<file path="config.mk">
export PLATFORM = sky130hd
export DESIGN_NAME = mmd_mode_ctrl
export DESIGN_NICKNAME = d
export VERILOG_FILES = /design/src/verilog/mmd_pkg.sv /design/src/verilog/mmd_err_if.sv /design/src/verilog/mmd_err_gate.sv /design/src/verilog/mmd_mode_ctrl.sv
export VERILOG_INCLUDE_DIRS = /design/src /design/src/verilog
export SDC_FILE = /design/constraint.sdc
export NUM_CORES = 1
export LEC_CHECK = 0
export ABC_CLOCK_PERIOD_IN_PS = 6400
export BUFFER_PORTS_ARGS = -buffer_cell sky130_fd_sc_hd__buf_2
export CAP_MARGIN = 25
export CORE_UTILIZATION = 53
export DETAILED_ROUTE_END_ITERATION = 7
export GPL_TIMING_DRIVEN = 0
export PLACE_DENSITY = 0.94
export SLEW_MARGIN = 5
export SYNTH_ARGS = -nofsm -noshare
export SYNTH_HDL_FRONTEND = slang
export SYNTH_SLANG_ARGS = --single-unit
</file>
<file path="constraint.sdc">
create_clock -name clock -period 6.4 [get_ports clock]
set_clock_uncertainty 0.1 [all_clocks]
set_input_delay 0.96 -clock clock [delete_from_list [all_inputs] [get_ports clock]]
set_output_delay 0.96 -clock clock [all_outputs]
set_load 0.1 [all_outputs]
</file>
<file path="src/verilog/mmd_consts.svh">
`ifndef MMD_CONSTS_SVH
`define MMD_CONSTS_SVH

// ****************************************************************
// Register location and layout
// ****************************************************************
`define MMD_MODE_ADDR 32'h2008_0190
`define MMD_MODE_RESET 32'h0000_0000
`define MMD_BIT_FDM 15
`define MMD_BIT_SECOND_PASS 14
`define MMD_BIT_CACHE_SLOW 13
`define MMD_BIT_TIMER_SEL 12
`define MMD_BIT_SOFT_LOG 11
`define MMD_FLD_PRESCALE_HI 10
`define MMD_FLD_PRESCALE_LO 9
`define MMD_BIT_REFRESH_REQ 8
`define MMD_BIT_DETECT_DIS 7
`define MMD_BIT_PAGE_DIS 6
`define MMD_BIT_FLUSH 5
`define MMD_BIT_FORCE_HIT 4
`define MMD_BIT_FORCE_PAR 3
`define MMD_RW_MASK 32'h0000_FEF8

// ****************************************************************
// Timing
// ****************************************************************
`define MMD_CLK_PERIOD_PS 8000
`define MMD_TO_11_NS 1500
`define MMD_TO_10_NS 12000
`define MMD_TO_01_NS 32000
`define MMD_TO_00_NS 910000
`define MMD_TO_CNT_W 17

`endif

</file>
<file path="src/verilog/mmd_pkg.sv">
// ****************************************************************
// Shared types
// ****************************************************************
package mmd_pkg;
  // Register access sequencer states
  typedef enum logic [1:0] {
    MMD_IDLE,
    MMD_EXTRA,
    MMD_FLUSH,
    MMD_DONE
  } mmd_state_type;

  // Slow-register timeout prescaler codes
  typedef enum logic [1:0] {
    MMD_TO_910US,
    MMD_TO_32US,
    MMD_TO_12US,
    MMD_TO_1US5
  } mmd_prescale_type;
endpackage

</file>
<file path="src/verilog/mmd_err_if.sv">
`timescale 1ns/1ps
// ****************************************************************
// Mode bits passed from the register to the error gate
// ****************************************************************
interface mmd_err_if;
  logic soft_log_en; // Report and log correctable errors
  logic detect_dis; // ECC error detection and reporting off
  logic force_par; // Invert parity checker results
  modport ctrl (output soft_log_en, output detect_dis, output force_par);
  modport gate (input soft_log_en, input detect_dis, input force_par);
endinterface

</file>
<file path="src/verilog/mmd_err_gate.sv">
`timescale 1ns/1ps
// ****************************************************************
// Error reporting gate
// ****************************************************************
module mmd_err_gate
  import mmd_pkg::*;
(
  input wire logic clock,
  input wire logic rst,
  input wire logic ce,
  mmd_err_if.gate mode,
  input wire logic ecc_single_err,
  input wire logic ecc_double_rd,
  input wire logic ecc_double_wr,
  input wire logic proc_par_raw,
  input wire logic periph_par_raw,
  input wire logic proc_io_txn,
  output logic soft_error_irq_n,
  output logic hard_error_irq_n,
  output logic error_reply_n,
  output logic periph_error_n,
  output logic err_log_load,
  output logic soft_status_set,
  output logic lost_status_set
);
  // Detection live only when not disabled
  wire det_on = !mode.detect_dis;
  // Correctable error reported when logging enabled
  wire soft_rep = det_on && ecc_single_err && mode.soft_log_en;
  // Correctable error lost when logging disabled
  wire soft_lost = det_on && ecc_single_err && !mode.soft_log_en;
  // Processor parity ignored on I/O, forced inversion otherwise
  wire proc_par = !proc_io_txn && (proc_par_raw ^ mode.force_par);
  // Peripheral parity with forced inversion
  wire periph_par = periph_par_raw ^ mode.force_par;
  // Hard error report gated by detect disable
  wire hard_rd = det_on && ecc_double_rd;
  wire hard_wr = det_on && ecc_double_wr;

  // ****************************************************************
  // Registered reports
  // ****************************************************************
  always_ff @(posedge clock or posedge rst) begin
    if (rst) begin
      soft_error_irq_n <= 1'b1;
      hard_error_irq_n <= 1'b1;
      error_reply_n <= 1'b1;
      periph_error_n <= 1'b1;
      err_log_load <= 1'b0;
      soft_status_set <= 1'b0;
      lost_status_set <= 1'b0;
    end else if (ce) begin
      soft_error_irq_n <= !soft_rep;
      hard_error_irq_n <= !hard_wr;
      error_reply_n <= !(hard_rd || proc_par);
      periph_error_n <= !periph_par;
      err_log_load <= soft_rep || hard_rd || hard_wr;
      soft_status_set <= soft_rep;
      lost_status_set <= soft_lost;
    end
  end
endmodule

</file>
<file path="src/verilog/mmd_mode_ctrl.sv">
`timescale 1ns/1ps
`include "mmd_consts.svh"

// Contract
// - Bit 15 drives mode-select bit 1
// - Bit 14 second pass, only with 15
// - Bit 13 adds one response cycle
// - Bit 12 raises processor-side timer counts
// - Soft logging off: correct, flag lost
// - Soft logging on: interrupt, log, status
// - Bits 10:9 select slow-register timeout
// - Bit 8 set on refresh, read clears
// - Bit 7 disables ECC detection and reporting, not parity
// - Bit 6 ends page mode, drops row-active
// - Writing bit 5 flushes queues, stalls ready
// - Later accesses stall until the flush ends
// - Bit 4 forces write-queue hit
// - Bit 3 inverts both parity checkers
// - Processor I/O ignores bus parity
// - Reset clears writable bits asynchronously
module mmd_mode_ctrl
  import mmd_pkg::*;
#(
  parameter int TO_00_CYC = (`MMD_TO_00_NS * 1000) / `MMD_CLK_PERIOD_PS
)(
  input wire logic clock,
  input wire logic rst,
  input wire logic ce,
  input wire logic [31:0] bus_addr,
  input wire logic bus_rd,
  input wire logic bus_wr,
  input wire logic [31:0] bus_wdata,
  output logic [31:0] bus_rdata,
  output logic bus_ready,
  output logic mode_select_out_bit1,
  output logic second_pass,
  output logic cache_two_cycle,
  output logic timer_scale,
  input wire logic refresh_selected,
  output logic page_mode_dis,
  input wire logic mem_txn_end,
  output logic row_active_release,
  output logic flush_request,
  input wire logic queues_empty,
  output logic force_wq_hit,
  input wire logic slow_txn_start,
  input wire logic slow_txn_end,
  output logic slow_txn_timeout,
  input wire logic ecc_single_err,
  input wire logic ecc_double_rd,
  input wire logic ecc_double_wr,
  input wire logic proc_par_raw,
  input wire logic periph_par_raw,
  input wire logic proc_io_txn,
  output logic soft_error_irq_n,
  output logic hard_error_irq_n,
  output logic error_reply_n,
  output logic periph_error_n,
  output logic err_log_load,
  output logic soft_status_set,
  output logic lost_status_set
);
  // ****************************************************************
  // Timeout counts
  // ****************************************************************
  localparam int TO_11_CYC = (`MMD_TO_11_NS * 1000) / `MMD_CLK_PERIOD_PS;
  localparam int TO_10_CYC = (`MMD_TO_10_NS * 1000) / `MMD_CLK_PERIOD_PS;
  localparam int TO_01_CYC = (`MMD_TO_01_NS * 1000) / `MMD_CLK_PERIOD_PS;
  localparam logic [`MMD_TO_CNT_W-1:0] LIM_11 = TO_11_CYC[`MMD_TO_CNT_W-1:0];
  localparam logic [`MMD_TO_CNT_W-1:0] LIM_10 = TO_10_CYC[`MMD_TO_CNT_W-1:0];
  localparam logic [`MMD_TO_CNT_W-1:0] LIM_01 = TO_01_CYC[`MMD_TO_CNT_W-1:0];
  localparam logic [`MMD_TO_CNT_W-1:0] LIM_00 = TO_00_CYC[`MMD_TO_CNT_W-1:0];

  // ****************************************************************
  // State
  // ****************************************************************
  logic [31:0] mode_r; // Register contents
  logic [31:0] mode_nxt; // Next register contents
  mmd_state_type state_r; // Access sequencer
  mmd_state_type state_nxt; // Next sequencer state
  logic flush_r; // Flush in progress
  logic [31:0] rdata_r; // Captured read value
  logic [`MMD_TO_CNT_W-1:0] to_cnt_r; // Slow-register timeout counter
  logic to_run_r; // Timeout counter running
  logic timeout_r; // Timeout pulse
  logic row_rel_r; // Row-active release pulse
  mmd_err_if err_mode (); // Mode bits for the error gate

  // ****************************************************************
  // Decode
  // ****************************************************************
  wire hit = bus_addr == `MMD_MODE_ADDR; // Address match
  wire take = (state_r == MMD_IDLE) && hit && (bus_rd || bus_wr); // Request accepted
  wire take_wr = take && bus_wr; // Accepted write
  wire take_rd = take && !bus_wr; // Accepted read
  wire flush_wr = take_wr && bus_wdata[`MMD_BIT_FLUSH]; // Write asking for a flush
  wire slow_cache = mode_r[`MMD_BIT_CACHE_SLOW]; // Two-cycle cache RAM
  wire [1:0] pre_code = mode_r[`MMD_FLD_PRESCALE_HI:`MMD_FLD_PRESCALE_LO]; // Prescaler code
  wire [`MMD_TO_CNT_W-1:0] lim_sel =
    (pre_code == MMD_TO_1US5) ? LIM_11 :
    (pre_code == MMD_TO_12US) ? LIM_10 :
    (pre_code == MMD_TO_32US) ? LIM_01 : LIM_00;
  // Full count when timer select set, half count otherwise
  wire [`MMD_TO_CNT_W-1:0] to_lim =
    mode_r[`MMD_BIT_TIMER_SEL] ? lim_sel : (lim_sel >> 1);

  // ****************************************************************
  // Register next value
  // ****************************************************************
  always_comb begin
    mode_nxt = mode_r;
    // Software write updates only writable bits
    if (take_wr) begin
      mode_nxt = (mode_r & ~`MMD_RW_MASK) | (bus_wdata & `MMD_RW_MASK);
    end
    // Read clears refresh flag
    if (take_rd) begin
      mode_nxt[`MMD_BIT_REFRESH_REQ] = 1'b0;
    end
    // A new refresh wins over the clear
    if (refresh_selected) begin
      mode_nxt[`MMD_BIT_REFRESH_REQ] = 1'b1;
    end
  end

  // ****************************************************************
  // Access sequencer next state
  // ****************************************************************
  always_comb begin
    state_nxt = state_r;
    case (state_r)
      // Wait for a request
      MMD_IDLE: begin
        if (take) begin
          if (slow_cache) begin
            state_nxt = MMD_EXTRA;
          end else if (flush_wr) begin
            state_nxt = MMD_FLUSH;
          end else begin
            state_nxt = MMD_DONE;
          end
        end
      end
      // One extra response cycle for slow cache RAM
      MMD_EXTRA: begin
        state_nxt = flush_r ? MMD_FLUSH : MMD_DONE;
      end
      // Hold ready back until the queues drain
      MMD_FLUSH: begin
        if (queues_empty) begin
          state_nxt = MMD_DONE;
        end
      end
      // Ready cycle
      MMD_DONE: begin
        state_nxt = MMD_IDLE;
      end
      default: begin
        state_nxt = MMD_IDLE;
      end
    endcase
  end

  // ****************************************************************
  // Register and sequencer flops
  // ****************************************************************
  always_ff @(posedge clock or posedge rst) begin
    if (rst) begin
      mode_r <= `MMD_MODE_RESET;
      state_r <= MMD_IDLE;
      rdata_r <= 32'h0000_0000;
    end else if (ce) begin
      mode_r <= mode_nxt;
      state_r <= state_nxt;
      if (take_rd) begin
        rdata_r <= mode_r;
      end
    end
  end

  // ****************************************************************
  // Flush tracking
  // ****************************************************************
  always_ff @(posedge clock or posedge rst) begin
    if (rst) begin
      flush_r <= 1'b0;
    end else if (ce) begin
      // Start on a flush write, end when queues are empty
      if (flush_wr) begin
        flush_r <= 1'b1;
      end else if (queues_empty) begin
        flush_r <= 1'b0;
      end
    end
  end

  // ****************************************************************
  // Slow-register timeout counter
  // ****************************************************************
  always_ff @(posedge clock or posedge rst) begin
    if (rst) begin
      to_cnt_r <= '0;
      to_run_r <= 1'b0;
      timeout_r <= 1'b0;
    end else if (ce) begin
      timeout_r <= 1'b0;
      if (slow_txn_end) begin
        // Answered: stop and clear
        to_run_r <= 1'b0;
        to_cnt_r <= '0;
      end else if (slow_txn_start) begin
        // Address strobe: start from zero
        to_run_r <= 1'b1;
        to_cnt_r <= '0;
      end else if (to_run_r) begin
        if (to_cnt_r == to_lim - 1'b1) begin
          // Limit reached: abort the transaction
          timeout_r <= 1'b1;
          to_run_r <= 1'b0;
        end else begin
          to_cnt_r <= to_cnt_r + 1'b1;
        end
      end
    end
  end

  // ****************************************************************
  // Row-active release pulse
  // ****************************************************************
  always_ff @(posedge clock or posedge rst) begin
    if (rst) begin
      row_rel_r <= 1'b0;
    end else if (ce) begin
      row_rel_r <= mem_txn_end && mode_r[`MMD_BIT_PAGE_DIS];
    end
  end

  // ****************************************************************
  // Outputs
  // ****************************************************************
  assign bus_ready = state_r == MMD_DONE;
  assign bus_rdata = rdata_r;
  assign mode_select_out_bit1 = mode_r[`MMD_BIT_FDM];
  assign second_pass = mode_r[`MMD_BIT_FDM] && mode_r[`MMD_BIT_SECOND_PASS];
  assign cache_two_cycle = slow_cache;
  assign timer_scale = mode_r[`MMD_BIT_TIMER_SEL];
  assign page_mode_dis = mode_r[`MMD_BIT_PAGE_DIS];
  assign row_active_release = row_rel_r;
  assign flush_request = flush_r;
  assign force_wq_hit = mode_r[`MMD_BIT_FORCE_HIT];
  assign slow_txn_timeout = timeout_r;
  assign err_mode.soft_log_en = mode_r[`MMD_BIT_SOFT_LOG];
  assign err_mode.detect_dis = mode_r[`MMD_BIT_DETECT_DIS];
  assign err_mode.force_par = mode_r[`MMD_BIT_FORCE_PAR];

  // ****************************************************************
  // Error gate
  // ****************************************************************
  mmd_err_gate i_mmd_err_gate (
    .clock(clock),
    .rst(rst),
    .ce(ce),
    .mode(err_mode),
    .ecc_single_err(ecc_single_err),
    .ecc_double_rd(ecc_double_rd),
    .ecc_double_wr(ecc_double_wr),
    .proc_par_raw(proc_par_raw),
    .periph_par_raw(periph_par_raw),
    .proc_io_txn(proc_io_txn),
    .soft_error_irq_n(soft_error_irq_n),
    .hard_error_irq_n(hard_error_irq_n),
    .error_reply_n(error_reply_n),
    .periph_error_n(periph_error_n),
    .err_log_load(err_log_load),
    .soft_status_set(soft_status_set),
    .lost_status_set(lost_status_set)
  );
endmodule

</file>
Yosys cells after proc, flatten, opt, wreduce, memory -nomap -nowiden
Cells that the tools add are included.
- flip-flop bits (word level): 94
- bits of input ports: 80
- word-level logic and storage cells: 94
- add/subtract/negate cells: 2
- equal/unequal tests: 11
- mux-type cells: 27
- bitwise logic cells: 3
- reduce and logical (&&, ||, !) cells: 35
- operator list (operator ; count):
    $mux W17 ; 8
    $eq A32 B30 Y1 const B ; 1
    $or A32 B16 Y32 ; 1
    $add A17 B1 Y17 const B ; 1
    $eq A17 B17 Y1 ; 1
    $sub A17 B1 Y17 const B ; 1
    $mux W1 ; 14
    $logic_and A1 B1 Y1 ; 13
    $mux W9 ; 1
    $eq A2 B2 Y1 const B ; 4
    $logic_not A1 Y1 ; 8
    $pmux W2 S4 ; 1
    $reduce_and A2 Y1 ; 4
    $mux W2 ; 3
    $reduce_and A3 Y1 ; 2
    $reduce_bool A3 Y1 ; 2
    $eq A2 B1 Y1 const B ; 2
    $logic_or A1 B1 Y1 ; 4
    $ne A2 B2 Y1 const B ; 2
    $ne A3 B3 Y1 const B ; 1
    $logic_not A2 Y1 ; 1
    $reduce_bool A2 Y1 ; 1
    $xor A1 B1 Y1 ; 2

Depth between registers and ports, before layout
Gate-level depths: netlist (run 1).
- depth after elaboration: 11
- gate-level depth with buffers: 14
- mapped depth without buffers: 12

By module
From an unflattened synthesis (run 1), not the netlist that was laid out.
- cells, all modules: 363
- area, all modules: 3489.6 um2
- modules (own cells, without submodules) (module ; instances ; cells each ; area an instance (um2) ; seq. area each (um2)):
    mmd_mode_ctrl ; 1 ; 335 ; 3153.0 ; 1226.2
    mmd_err_gate ; 1 ; 28 ; 336.6 ; 180.2

Worst setup path before layout (run 1)
OpenSTA, ideal clock, no wires.
- path type: register to register
- from: reg mode_r[12]
- to: reg to_cnt_r[4]
- data arrival time: 3452 ps
- setup slack: 2723 ps
- stages on the path, launching flop included: 12
- buffers on the path: 2
- clock period less this slack: 3677 ps
- path through: dfrtp_1 buf_2 buf_2 a21oi_1 ha_1 xor2_1 o221ai_1 or4_1 nor3_1 o211ai_1 nand4_1 mux2_2
- word-level cells in the longest chain between the ends: 5
- ends and longest elaborated chain (item ; RTL line ; source):
    start, declared ; mmd_mode_ctrl.sv:77 ; logic [31:0] mode_r;
    start signal, assigned ; mmd_mode_ctrl.sv:169 ; mode_r <= `MMD_MODE_RESET;
    start signal, assigned ; mmd_mode_ctrl.sv:173 ; mode_r <= mode_nxt;
    $mux W17 ; mmd_mode_ctrl.sv:105 ; mode_r[`MMD_BIT_TIMER_SEL] ? lim_sel : (lim_sel >> 1);
    $sub A17 B1 Y17 ; mmd_mode_ctrl.sv:216 ; if (to_cnt_r == to_lim - 1'b1) begin
    $eq A17 B17 Y1 ; mmd_mode_ctrl.sv:216 ;
    $ne A3 B3 Y1 (no source line) ; n/a ;
    $reduce_and A3 Y1 (no source line) ; n/a ;
    end signal, assigned ; mmd_mode_ctrl.sv:221 ; to_cnt_r <= to_cnt_r + 1'b1;
    end, declared ; mmd_mode_ctrl.sv:83 ; logic [`MMD_TO_CNT_W-1:0] to_cnt_r;
Every way passes these cells.
A chain may end at the register's enable or synchronous reset.

Worst setup path after layout (run 1)
- from: reg mode_r[9]
- to: reg to_cnt_r[4]
- word-level cells in the longest chain between the ends: 9
- ends and longest elaborated chain (item ; RTL line ; source):
    $eq A2 B1 Y1 ; mmd_mode_ctrl.sv:102 ; (pre_code == MMD_TO_32US) ? LIM_01 : LIM_00;
    $mux W17 ; mmd_mode_ctrl.sv:102 ;
    $mux W17 ; mmd_mode_ctrl.sv:101 ; (pre_code == MMD_TO_12US) ? LIM_10 :
    $mux W17 (*) ; mmd_mode_ctrl.sv:100 ; (pre_code == MMD_TO_1US5) ? LIM_11 :
    $mux W17 (*) ; mmd_mode_ctrl.sv:105 ;
    $sub A17 B1 Y17 (*) ; mmd_mode_ctrl.sv:216 ;
    $eq A17 B17 Y1 (*) ; mmd_mode_ctrl.sv:216 ;
    $ne A3 B3 Y1 (no source line) (*) ; n/a ;
    $reduce_and A3 Y1 (no source line) (*) ; n/a ;
Mark *: on every way between the ends. The rest lies on a longest branch, timed or not.

==> flow_metrics.py, run 1 <==
metrics = {
    "worst_setup_path": {
        "cp-start-kind": "flip-flop",
        "crit_required_ps": 6510,
        "crit_path_max_incr_delay_ps": 550,
        "r2r_cells": 13,
        "r2r-start": "mode_r[9]",
        "cp.arrival_ps": 4020,
        "crit_type": "flip-flop to flip-flop",
        "critPathCaptureType": "flip-flop",
        "cp_max_fo": 8,
        "crit_chain": "inv_1 > ha_1 > clkbuf_1 > inv_1 > a21oi_1 > ha_1 > xor2_1 > o221ai_1 > or4_1 > nor3_1 > o211ai_1 > nand4_1 > mux2_2",
        "reg2reg_setup_slack_ps": 2490,
        "cp-endpoint": "to_cnt_r[4]",
        "r2r-end": "to_cnt_r[4]",
        "worstSetupStartpoint": "mode_r[9]",
        "crit_slowest_cell": "or4_1",
    },
    "synthesis": {
        "avgSynthCellArea_um2": 9.91,
        "netlist.area_leader.share_pct": 39.0,
        "yosysTopAreaCell": "dfrtp_1",
        "ys_seq_area_share_pct": 42.1,
        "ys_types": 56,
        "synth-edff-count": 0,
        "synthArstFlopShare_pct": 100,
        "syn-instance-count": 337,
        "synth_flop_cell": "dfrtp_1",
        "netlist_area_mm2": 0.00334,
        "ys_top_cells_by_area": "dfrtp_1 (39%), mux2_2 (9.4%), ha_1 (4.5%)",
        "ys_warn_count": 0,
        "ys_seq_elements": 56,
    },
    "clock_tree": {
        "clk_pin_slew_ps": 90,
        "cts_setup_buffers": 0,
        "htreeDepth": 2,
        "clk_latency_ps": 320,
        "cts.sinks": 56,
        "cts_buffers": 5,
        "cts_tree": "done",
        "cts-hold-fix-buffers": 0,
        "cts-root-buf": "clkbuf_8",
        "clockBufferDepth": 2,
        "cts.repair.resized": 0,
    },
    "timing": {
        "fin_crit_sh_pct": 61.1,
        "rsz0062_at_grt": "false",
        "slew_violations": 0,
        "hold_viol_final": 0,
        "fin_tns_setup_ps": 0,
        "setup_violations": 0,
        "worst_pin_slew_ps": 775,
        "fmax_mhz": 256,
        "relSlewSlack_pct": 47.9,
        "period_minus_slack_ps": 3910,
    },
    "routing": {
        "viasPerCell": 5.62,
        "drt-total-wl_mm": 8.25,
        "drc": 0,
        "ant_nets": 0,
        "wl_per_cell_um": 15.7,
        "first_iter_violations": 184,
        "vias": 2960,
        "dr.pass1.iters": 4,
    },
    "finish": {
        "insertedDiodeCount": 0,
        "drive_above_1_share_pct": 35.6,
        "n_fill_cell": 421,
        "final_area_mm2": 0.00405,
        "final_nets": 543,
        "syn_to_final_growth_pct": 21.4,
        "regArea_mm2": 0.00141,
        "multi_input_area_mm2": 0.00172,
    },
    "die": {
        "ios": 129,
        "initial_core_util_pct": 55.7,
        "rows": 28,
        "die-area_mm2": 0.00662,
        "core_area_mm2": 0.00599,
        "dieWidth_um": 81.4,
        "die-height_um": 81.4,
    },
    "grt": {
        "grt_antenna_before_repair": 0,
        "grt-ovfl-total": 0,
        "first_global_vias": 2878,
        "grt_usage_pct": 26.8,
        "grt_max_degree": 40,
        "grt_first_pass_wirelength_mm": 13.4,
    },
    "pwr": {
        "cellPowerDensity_mw_per_mm2": 198,
        "ir_worst_vdd_mv": 0.189,
        "p_leak_nw": 2.07,
    },
    "placed_design": {
        "dpl.hpwl_mm": 6.09,
        "port_buffers": 88,
        "placed_area_mm2": 0.00396,
        "gp_congestion": 0.927,
    },
    "status": {
        "outcome": "finished, final reports clean",
    },
    "min_path": {
        "hold_path_class": "flip-flop to flip-flop",
    },
    "run": {
        "cap_violations": 0,
    },
}
## worst min-delay path by stage
| stage | start | endpoint | slack [ps] | cells after the start |
|---|---|---|---|---|
| finish | i_mmd_err_gate.hard_error_irq_n | i_mmd_err_gate.hard_error_irq_n | 390 | 2 |
| global route | i_mmd_err_gate.err_log_load | i_mmd_err_gate.err_log_load | 400 | 1 |
| CTS | i_mmd_err_gate.hard_error_irq_n | i_mmd_err_gate.hard_error_irq_n | 390 | 2 |
| detailed placement | slow_txn_timeout | slow_txn_timeout | 370 | 1 |
| global placement | i_mmd_err_gate.err_log_load | i_mmd_err_gate.err_log_load | 370 | 1 |
| floorplan | mode_r[5] | bus_rdata[5] | 370 | 1 |
## kinds of logic (layout without fill, tap and decap cells)
logic type	count (synthesis)	after routing	share of synthesized area, %
compound gates	63	63	13.3
xor+xnor	18	18	4.72
fa+ha+maj	12	12	4.50
buf+inv	53	150	8.47
flops	56	56	42.1
mux	30	30	10.0
other cells	1	19	0.112
simple gates	104	104	16.7
## cell usage after synthesis, drive strengths merged (2+ instances only)
cell type and number:
dfrtp 52, mux2 28, buf 24, nor2 23, inv 20, nand2 17
o21ai 14, a21oi 13, nor3 13, ha 12, nand3 10, xor2 10
clkbuf 8, xnor2 8, nand4 6, o31ai 5, and3 4, dfstp 4
nand2b 4, nor2b 4, nor4 4, nor4b 4, or4 4, a31o 3
and2 3, o211ai 3, o21a 3, a211o 2, a211oi 2, a311oi 2
a32o 2, and4 2, mux2i 2, o2111ai 2, o22a 2, or3 2
## stage by stage
step	hold slack, ps	util [%]	worst slack (ps)	cells	power (mW)
after detailed placement	369	66.1	2500	519	0.603
after global routing	404	67.6	2260	527	0.830
final	389	67.6	2490	527	0.803
after CTS	388	67.6	2500	527	0.800
after global placement	367	65.8	2700	518	0.591
after floorplan	374	-	2720	355	0.557
## layout make-up
type                       instances  area share, %
timing repair buffer              89           11.4
multi-input combinational        246           42.4
inverter                          21           1.95
clock inverter                     2          0.247
tap                               75           2.32
sequential                        56           34.7
buffer                            32           5.03
clock buffer                       6           2.04
## sequential cells by signal, indices dropped and copies added, names as in the netlist
signal and count:
i_mmd_err_gate.soft_status_set 1, to_cnt_r 17, i_mmd_err_gate.err_log_load 1, i_mmd_err_gate.soft_error_irq_n 1, i_mmd_err_gate.hard_error_irq_n 1, row_active_release 1, to_run_r 1, state_r 2
i_mmd_err_gate.periph_error_n 1, slow_txn_timeout 1, flush_request 1, i_mmd_err_gate.error_reply_n 1, mode_r 13, bus_rdata 13, i_mmd_err_gate.lost_status_set 1
## layer usage
layer | wire length (um) | vias up | global-route usage [%]
li1 | - | 1385 | -
met1 | 3220 | 1432 | 30.0
met2 | 4380 | 124 | 49.3
met3 | 454 | 19 | 4.38
met4 | 202 | 0 | 12.1
met5 | 0 | - | 0
## power breakdown
part	total (mW)	switching, mW	leakage, nW	internal [mW]
clock	0.202	0.115	0.0510	0.0867
sequential	0.381	0.0141	0.750	0.367
combinational	0.220	0.161	1.27	0.0593
total	0.803	0.290	2.07	0.513
## critical path: cells and delay by family (launching register included)
family	cells	cell delay (ps)
xor+xnor	1	160
flops	1	540
mux	1	330
fa+ha+maj	2	540
simple gates	3	1030
buf+inv	3	520
compound gates	3	580
## placed cells by master, fill, tap and decap left out, types with 10 or more instances in the layout
master	count
a21oi_1	13
conb_1	19
ha_1	12
buf_2	92
xor2_1	10
inv_1	19
buf_4	19
o21ai_0	13
mux2_2	28
dfrtp_1	52
nor3_1	13
nand2_1	17
nor2_1	23
nand3_1	10
No activity file was read; power rests on OpenSTA's default activity.
==> run 2: changes to the inputs <==
--- a/config.mk
+++ b/config.mk
@@ -6,13 +6,14 @@
 export SDC_FILE = /design/constraint.sdc
 export NUM_CORES = 1
 export LEC_CHECK = 0
-export ABC_CLOCK_PERIOD_IN_PS = 6400
+export ABC_AREA = 1
+export ABC_CLOCK_PERIOD_IN_PS = 3300
 export BUFFER_PORTS_ARGS = -buffer_cell sky130_fd_sc_hd__buf_2
 export CAP_MARGIN = 25
-export CORE_UTILIZATION = 53
+export CORE_UTILIZATION = 46
 export DETAILED_ROUTE_END_ITERATION = 7
 export GPL_TIMING_DRIVEN = 0
-export PLACE_DENSITY = 0.94
+export PLACE_DENSITY = 0.85
 export SLEW_MARGIN = 5
 export SYNTH_ARGS = -nofsm -noshare
 export SYNTH_HDL_FRONTEND = slang
==> constraint.sdc (replaced) <==
create_clock -name clock -period 3.3 [get_ports clock]
set_clock_uncertainty 0.1 [all_clocks]
set_input_delay 0.495 -clock clock [delete_from_list [all_inputs] [get_ports clock]]
set_output_delay 0.495 -clock clock [all_outputs]
set_load 0.1 [all_outputs]
==> run 2 against run 1 <==
  * Global-route usage fell by 3.2 points
  * Utilization fell by 9.5 points
  * Power rose by 100%
  * Maximum frequency rose by 27%
  * Sequential power rose by 92%
  * Register-to-register slack got worse by 2300 ps
  * Clock-buffer cell count fell by 1
  * Flip-flop and latch count did not move
  * Worst hold slack got worse by 260 ps
  * Synthesized area rose by 13%
  * First-iteration DRC count rose by 18%
  * Clock power rose by 130%
==> flow_metrics.py, run 2 <==
metrics = {
    "status": {
        "outcome": "finished, final reports clean",
    },
    "pwr": {
        "ir_worst_vdd_mv": 0.385,
        "p_leak_nw": 2.40,
        "cellPowerDensity_mw_per_mm2": 355,
    },
    "die": {
        "die-height_um": 92.7,
        "core_area_mm2": 0.00785,
        "rows": 32,
        "die-area_mm2": 0.00859,
        "ios": 129,
        "initial_core_util_pct": 48.2,
        "dieWidth_um": 92.7,
    },
    "placed_design": {
        "placed_area_mm2": 0.00443,
        "gp_congestion": 0.928,
        "dpl.hpwl_mm": 7.63,
        "port_buffers": 87,
    },
    "routing": {
        "ant_nets": 0,
        "wl_per_cell_um": 13.6,
        "dr.pass1.iters": 4,
        "drt-total-wl_mm": 9.67,
        "viasPerCell": 5.19,
        "vias": 3678,
        "first_iter_violations": 218,
        "drc": 0,
    },
    "clock_tree": {
        "cts_buffers": 5,
        "clk_pin_slew_ps": 110,
        "htreeDepth": 2,
        "cts-root-buf": "clkbuf_8",
        "cts_setup_buffers": 0,
        "cts_tree": "done",
        "clockBufferDepth": 2,
        "clk_latency_ps": 320,
        "cts.sinks": 56,
    },
    "timing": {
        "hold_slack_ps": 124,
        "period_minus_slack_ps": 3080,
        "rsz0062_at_grt": "false",
        "fmax_mhz": 324,
        "worst_pin_slew_ps": 587,
        "setup_violations": 0,
        "slew_violations": 0,
        "hold_viol_final": 0,
        "fin_tns_setup_ps": 0,
        "fin_crit_sh_pct": 93.4,
        "relSlewSlack_pct": 60.8,
    },
    "synthesis": {
        "ys_types": 41,
        "synth.area.mux_share_pct": 3.27,
        "ys_top_cells_by_area": "dfrtp_1 (34%), nand2_1 (12%), nand3_1 (5.7%)",
        "synth_flop_cell": "dfrtp_1",
        "netlist_area_mm2": 0.00378,
        "synthArstFlopShare_pct": 100,
        "synthXorXnorAreaFrac_pct": 5.32,
        "synth_top_family_by_area": "simple AND/OR/NAND/NOR gates",
        "syn-instance-count": 493,
        "synth_compound_area_share_pct": 4.89,
        "yosysTopAreaCell": "dfrtp_1",
        "synth.most_common_cell": "nand2_1",
        "avgSynthCellArea_um2": 7.67,
        "netlist.area_leader.share_pct": 34.4,
        "ys_seq_elements": 56,
        "yosys-top-cells-count": "nand2_1 (120), dfrtp_1 (52), inv_1 (45)",
        "ys_seq_area_share_pct": 37.2,
        "ys_warn_count": 0,
        "synth-simple-area-share_pct": 34.3,
        "synth_fa_ha_area_share_pct": 3.97,
        "synth-edff-count": 0,
    },
    "worst_setup_path": {
        "crit_required_ps": 3400,
        "worstSetupStartpoint": "mode_r[9]",
        "cp-start-kind": "flip-flop",
        "cp_max_fo": 10,
        "r2r-start": "mode_r[9]",
        "cp.arrival_ps": 3190,
        "cp_num_buf_inv": 3,
        "crit_path_max_incr_delay_ps": 490,
        "crit_slowest_cell": "dfrtp_1",
        "crit_chain": "ha_1 > nor2_2 > nand2_1 > nand2_1 > inv_1 > ha_1 > xnor2_1 > inv_1 > nand3_1 > nand3b_1 > nor2_1 > nand4_4 > buf_6 > nand4_1 > nand2_1",
        "path_common_cell": "nand2_1",
        "crit_type": "flip-flop to flip-flop",
        "critPathTopFamily": "simple AND/OR/NAND/NOR gates",
        "critPathCaptureType": "flip-flop",
    },
    "grt": {
        "grt_first_pass_wirelength_mm": 16.2,
        "grt-ovfl-total": 0,
        "use_met2_pct": 41.2,
        "globalRouteMet1Util_pct": 28.7,
        "grt_max_degree": 31,
        "grt_antenna_before_repair": 0,
        "use_met3_pct": 3.28,
        "grt-busiest-layer": "met2",
        "first_global_vias": 3611,
        "grt_usage_pct": 23.6,
    },
    "finish": {
        "max_flop_register": "to_cnt_r",
        "insertedDiodeCount": 0,
        "n_fill_cell": 706,
        "largest_reg_flops": 17,
        "final_core_util_pct": 58.1,
        "drive_above_1_share_pct": 25.7,
        "final_cell_mix": "nand2_1 (120), buf_2 (90), dfrtp_1 (52), inv_1 (44), nand3_1 (43)",
        "multi_input_area_mm2": 0.00204,
        "syn_to_final_growth_pct": 20.5,
        "final_nets": 698,
        "regArea_mm2": 0.00141,
        "mostFrequentLayoutCell": "nand2_1",
        "final_area_mm2": 0.00456,
    },
    "min_path": {
        "hold_path_class": "primary input to asynchronous set/reset pin",
    },
    "run": {
        "cap_violations": 0,
    },
}
## run 2: power by group
group / total (mW) / internal, mW / switching, mW
sequential: 0.730 / 0.711 / 0.0194
clock: 0.474 / 0.231 / 0.243
combinational: 0.417 / 0.102 / 0.315
## run 2: logic make-up (layout without fill, tap and decap cells)
logic type / Yosys count / in the layout
other: 1 / 19
buffers and inverters: 84 / 180
multiplexers: 11 / 11
AO/OA/AOI/OAI: 33 / 33
adder cells (fa/ha/maj): 12 / 12
AND/OR/NAND/NOR: 273 / 273
XOR/XNOR: 23 / 23
flip-flops: 56 / 56
## run 2: worst paths after layout
path	cells past startpoint	slack, ps	endpoint
max	15	220	to_cnt_r[8]
min	2	120	state_r[0]
max reg2reg	15	220	to_cnt_r[8]
min reg2reg	2	380	i_mmd_err_gate.soft_error_irq_n
max in group asynchronous	3	2420	mode_r[13]
min in group clock	3	290	mode_r[8]
## run 2: layout make-up
cell class                      instances  share of cell area (%)
Clock inverter                          3                    1.02
Multi-Input combinational cell        371                    44.7
Tap cell                              102                    2.80
Timing Repair Buffer                   88                    9.99
Sequential cell                        56                    30.8
Buffer                                 37                    5.27
Inverter                               47                    3.87
Clock buffer                            5                    1.51
## run 2: what timing repair did
action / CTS / global route
endpoints found under the hold margin: 0 / 0
gates resized for setup: 0 / 2
setup endpoints to repair: 0 / 10
hold buffers: 0 / 0
## run 2: metal layers
layer	up-vias	wire length, um
met2	135	4700
met3	29	547
met5	-	0
met4	0	309
li1	1801	-
met1	1713	4120
## run 2: per-stage QoR
stage          instances  worst slack [ps]  total power, mW
3_3_place_gp         700               343             1.14
4_1_cts              709               154             1.62
3_5_place_dp         701               183             1.16
6_report             709               217             1.62
2_1_floorplan        511               332             1.07
5_1_grt              709              31.0             1.69
==> run 3: changes to the inputs <==
--- a/config.mk
+++ b/config.mk
@@ -12,8 +12,10 @@
 export CAP_MARGIN = 25
 export CORE_UTILIZATION = 46
 export DETAILED_ROUTE_END_ITERATION = 7
+export GPL_ROUTABILITY_DRIVEN = 1
 export GPL_TIMING_DRIVEN = 0
 export PLACE_DENSITY = 0.85
+export RECOVER_POWER = 50
 export SLEW_MARGIN = 5
 export SYNTH_ARGS = -nofsm -noshare
 export SYNTH_HDL_FRONTEND = slang
==> run 3 against run 2 <==
  * The flow now finishes with violations (capacitance limit, slew limit)
  * Wire length grew 0.17%
  * Non-clock buffer count did not move
  * Design area shrank 0.55%
  * Maximum frequency is 0.59% higher
  * First-iteration DRC count grew 3.7%
  * Clock power barely moved
  * Critical path depth did not move
  * Final cell count did not move
  * Power decreased by 0.37%
  * Register-to-register slack improved by 20 ps
  * Sequential power barely moved
  * Sequential share of layout area is 0.17 points higher
  * Largest cell class unchanged
==> flow_metrics.py, run 3 (synthesis results as in run 2) <==
metrics = {
    "routing": {
        "vias": 3703,
        "drc": 0,
        "first_iter_violations": 226,
        "drt-total-wl_mm": 9.69,
        "viasPerCell": 5.22,
        "dr.pass1.iters": 4,
        "wl_per_cell_um": 13.7,
        "ant_nets": 0,
    },
    "clock_tree": {
        "cts-root-buf": "clkbuf_8",
        "cts_setup_buffers": 0,
        "cts.sinks": 56,
        "cts_tree": "done",
        "cts-hold-fix-buffers": 0,
        "clk_pin_slew_ps": 110,
        "htreeDepth": 2,
        "clockBufferDepth": 2,
        "cts_buffers": 5,
        "clk_latency_ps": 320,
    },
    "finish": {
        "max_flop_register": "to_cnt_r",
        "final_area_mm2": 0.00454,
        "drive_above_1_share_pct": 24.2,
        "final_cell_mix": "nand2_1 (120), buf_2 (83), dfrtp_1 (52), inv_1 (45), nand3_1 (43)",
        "syn_to_final_growth_pct": 19.9,
        "insertedDiodeCount": 0,
        "largest_reg_flops": 17,
        "mostFrequentLayoutCell": "nand2_1",
        "final_nets": 698,
    },
    "run": {
        "cap_violations": 1,
    },
    "grt": {
        "use_met2_pct": 41.2,
        "grt_antenna_before_repair": 0,
        "grt-busiest-layer": "met2",
        "grt_max_degree": 31,
        "use_met3_pct": 3.28,
        "first_global_vias": 3611,
        "grt_usage_pct": 23.6,
        "grt_first_pass_wirelength_mm": 16.2,
        "grt-ovfl-total": 0,
        "globalRouteMet1Util_pct": 28.7,
    },
    "worst_setup_path": {
        "cp-start-kind": "flip-flop",
        "crit_required_ps": 3410,
        "crit_type": "flip-flop to flip-flop",
        "critPathCaptureType": "flip-flop",
        "cp.arrival_ps": 3170,
        "cp_max_fo": 10,
    },
    "timing": {
        "slew_violations": 31,
        "fin_tns_setup_ps": 0,
        "relSlewSlack_pct": -6.25,
        "setup_violations": 0,
        "hold_viol_final": 0,
        "period_minus_slack_ps": 3070,
        "setup_ws_ps": 235,
        "fmax_mhz": 326,
        "worst_pin_slew_ps": 1590,
        "rsz0062_at_grt": "false",
        "fin_crit_sh_pct": 92.9,
    },
    "pwr": {
        "p_comb_share_pct": 25.6,
        "p_leak_nw": 2.36,
        "internal_power_mw": 1.04,
        "cellPowerDensity_mw_per_mm2": 356,
        "ir_worst_vdd_mv": 0.385,
        "sequentialPowerShare_pct": 45.2,
        "p_clk_share_pct": 29.1,
        "switching_share_pct": 35.6,
        "fin_total_pwr_mw": 1.61,
        "p_switching_mw": 0.574,
    },
    "die": {
        "initial_core_util_pct": 48.2,
        "rows": 32,
        "die-height_um": 92.7,
        "ios": 129,
        "die-area_mm2": 0.00859,
        "core_area_mm2": 0.00785,
        "dieWidth_um": 92.7,
    },
    "status": {
        "outcome": "finished with violations",
        "violations": "capacitance limit, slew limit",
    },
    "min_path": {
        "hold_path_class": "primary input to flip-flop",
    },
    "placed_design": {
        "gp_congestion": 0.928,
        "dp_slack_ps": 183,
        "port_buffers": 87,
        "placed_area_mm2": 0.00443,
        "dpl.hpwl_mm": 7.63,
    },
}
## run 3: changes by cell type in the layout (fill, tap and decap cells not counted)
| cell | before | now |
|---|---|---|
| inv_1 | 44 | 45 |
| inv_2 | 3 | 2 |
| clkbuf_1 | 11 | 19 |
| buf_12 | 1 | 0 |
| buf_2 | 90 | 83 |
## run 3: repair_timing
item,4_1_cts,5_1_grt
gates resized for setup,0,2
hold endpoints to repair,0,0
setup endpoints to repair,0,10
## run 3: power by group through the flow
stage | combinational [mW] | clock [mW] | sequential, mW
after floorplan | 0.281 | 0 | 0.786
after global placement | 0.396 | 0 | 0.741
after detailed placement | 0.412 | 0 | 0.744
after CTS | 0.414 | 0.478 | 0.730
after global routing | 0.445 | 0.509 | 0.733
final | 0.414 | 0.471 | 0.730
## run 3: per-stage QoR
stage / std cells / utilization, % / hold WS, ps
after floorplan: 511 / - / 349
after global placement: 700 / 56.3 / 351
after detailed placement: 701 / 56.5 / 357
after CTS: 709 / 58.0 / 147
after global routing: 709 / 57.8 / 290
final: 709 / 57.8 / 293
## run 3: layout make-up
type	count	area [um2]
Clock buffer	5	68.8
Sequential cell	56	1410
Timing Repair Buffer	88	430
Tap cell	102	128
Multi-Input combinational cell	371	2040
Inverter	47	176
Clock inverter	3	46.3
Fill cell	715	3310
Buffer	37	240
## run 3: worst max-delay path, stage by stage, from the launching register on
cell and delay (ps):
dfrtp_1 480, ha_1 330, nor2_2 220, nand2_1 120, nand2_1 170, inv_1 60, ha_1 280, xnor2_1 130
inv_1 70, nand3_1 80, nand3b_1 180, nor2_1 220, nand4_4 180, buf_6 190, nand4_1 70, nand2_1 70
## run 3: routing by layer
metal	wire [um]	vias to the layer above
met5	0	-
met4	317	0
met3	550	29
met2	4740	137
met1	4080	1734
li1	-	1803
## run 3: final timing paths
path	to	depth (start not counted)	start	slack, ps
hold / removal	mode_r[8]	3	refresh_selected	290
hold reg to reg	i_mmd_err_gate.soft_error_irq_n	2	i_mmd_err_gate.soft_error_irq_n	380
setup reg to reg	to_cnt_r[8]	15	mode_r[9]	230
max in group asynchronous	mode_r[13]	3	rst	810
min in group asynchronous	state_r[0]	2	rst	300
setup / recovery	to_cnt_r[8]	15	mode_r[9]	230
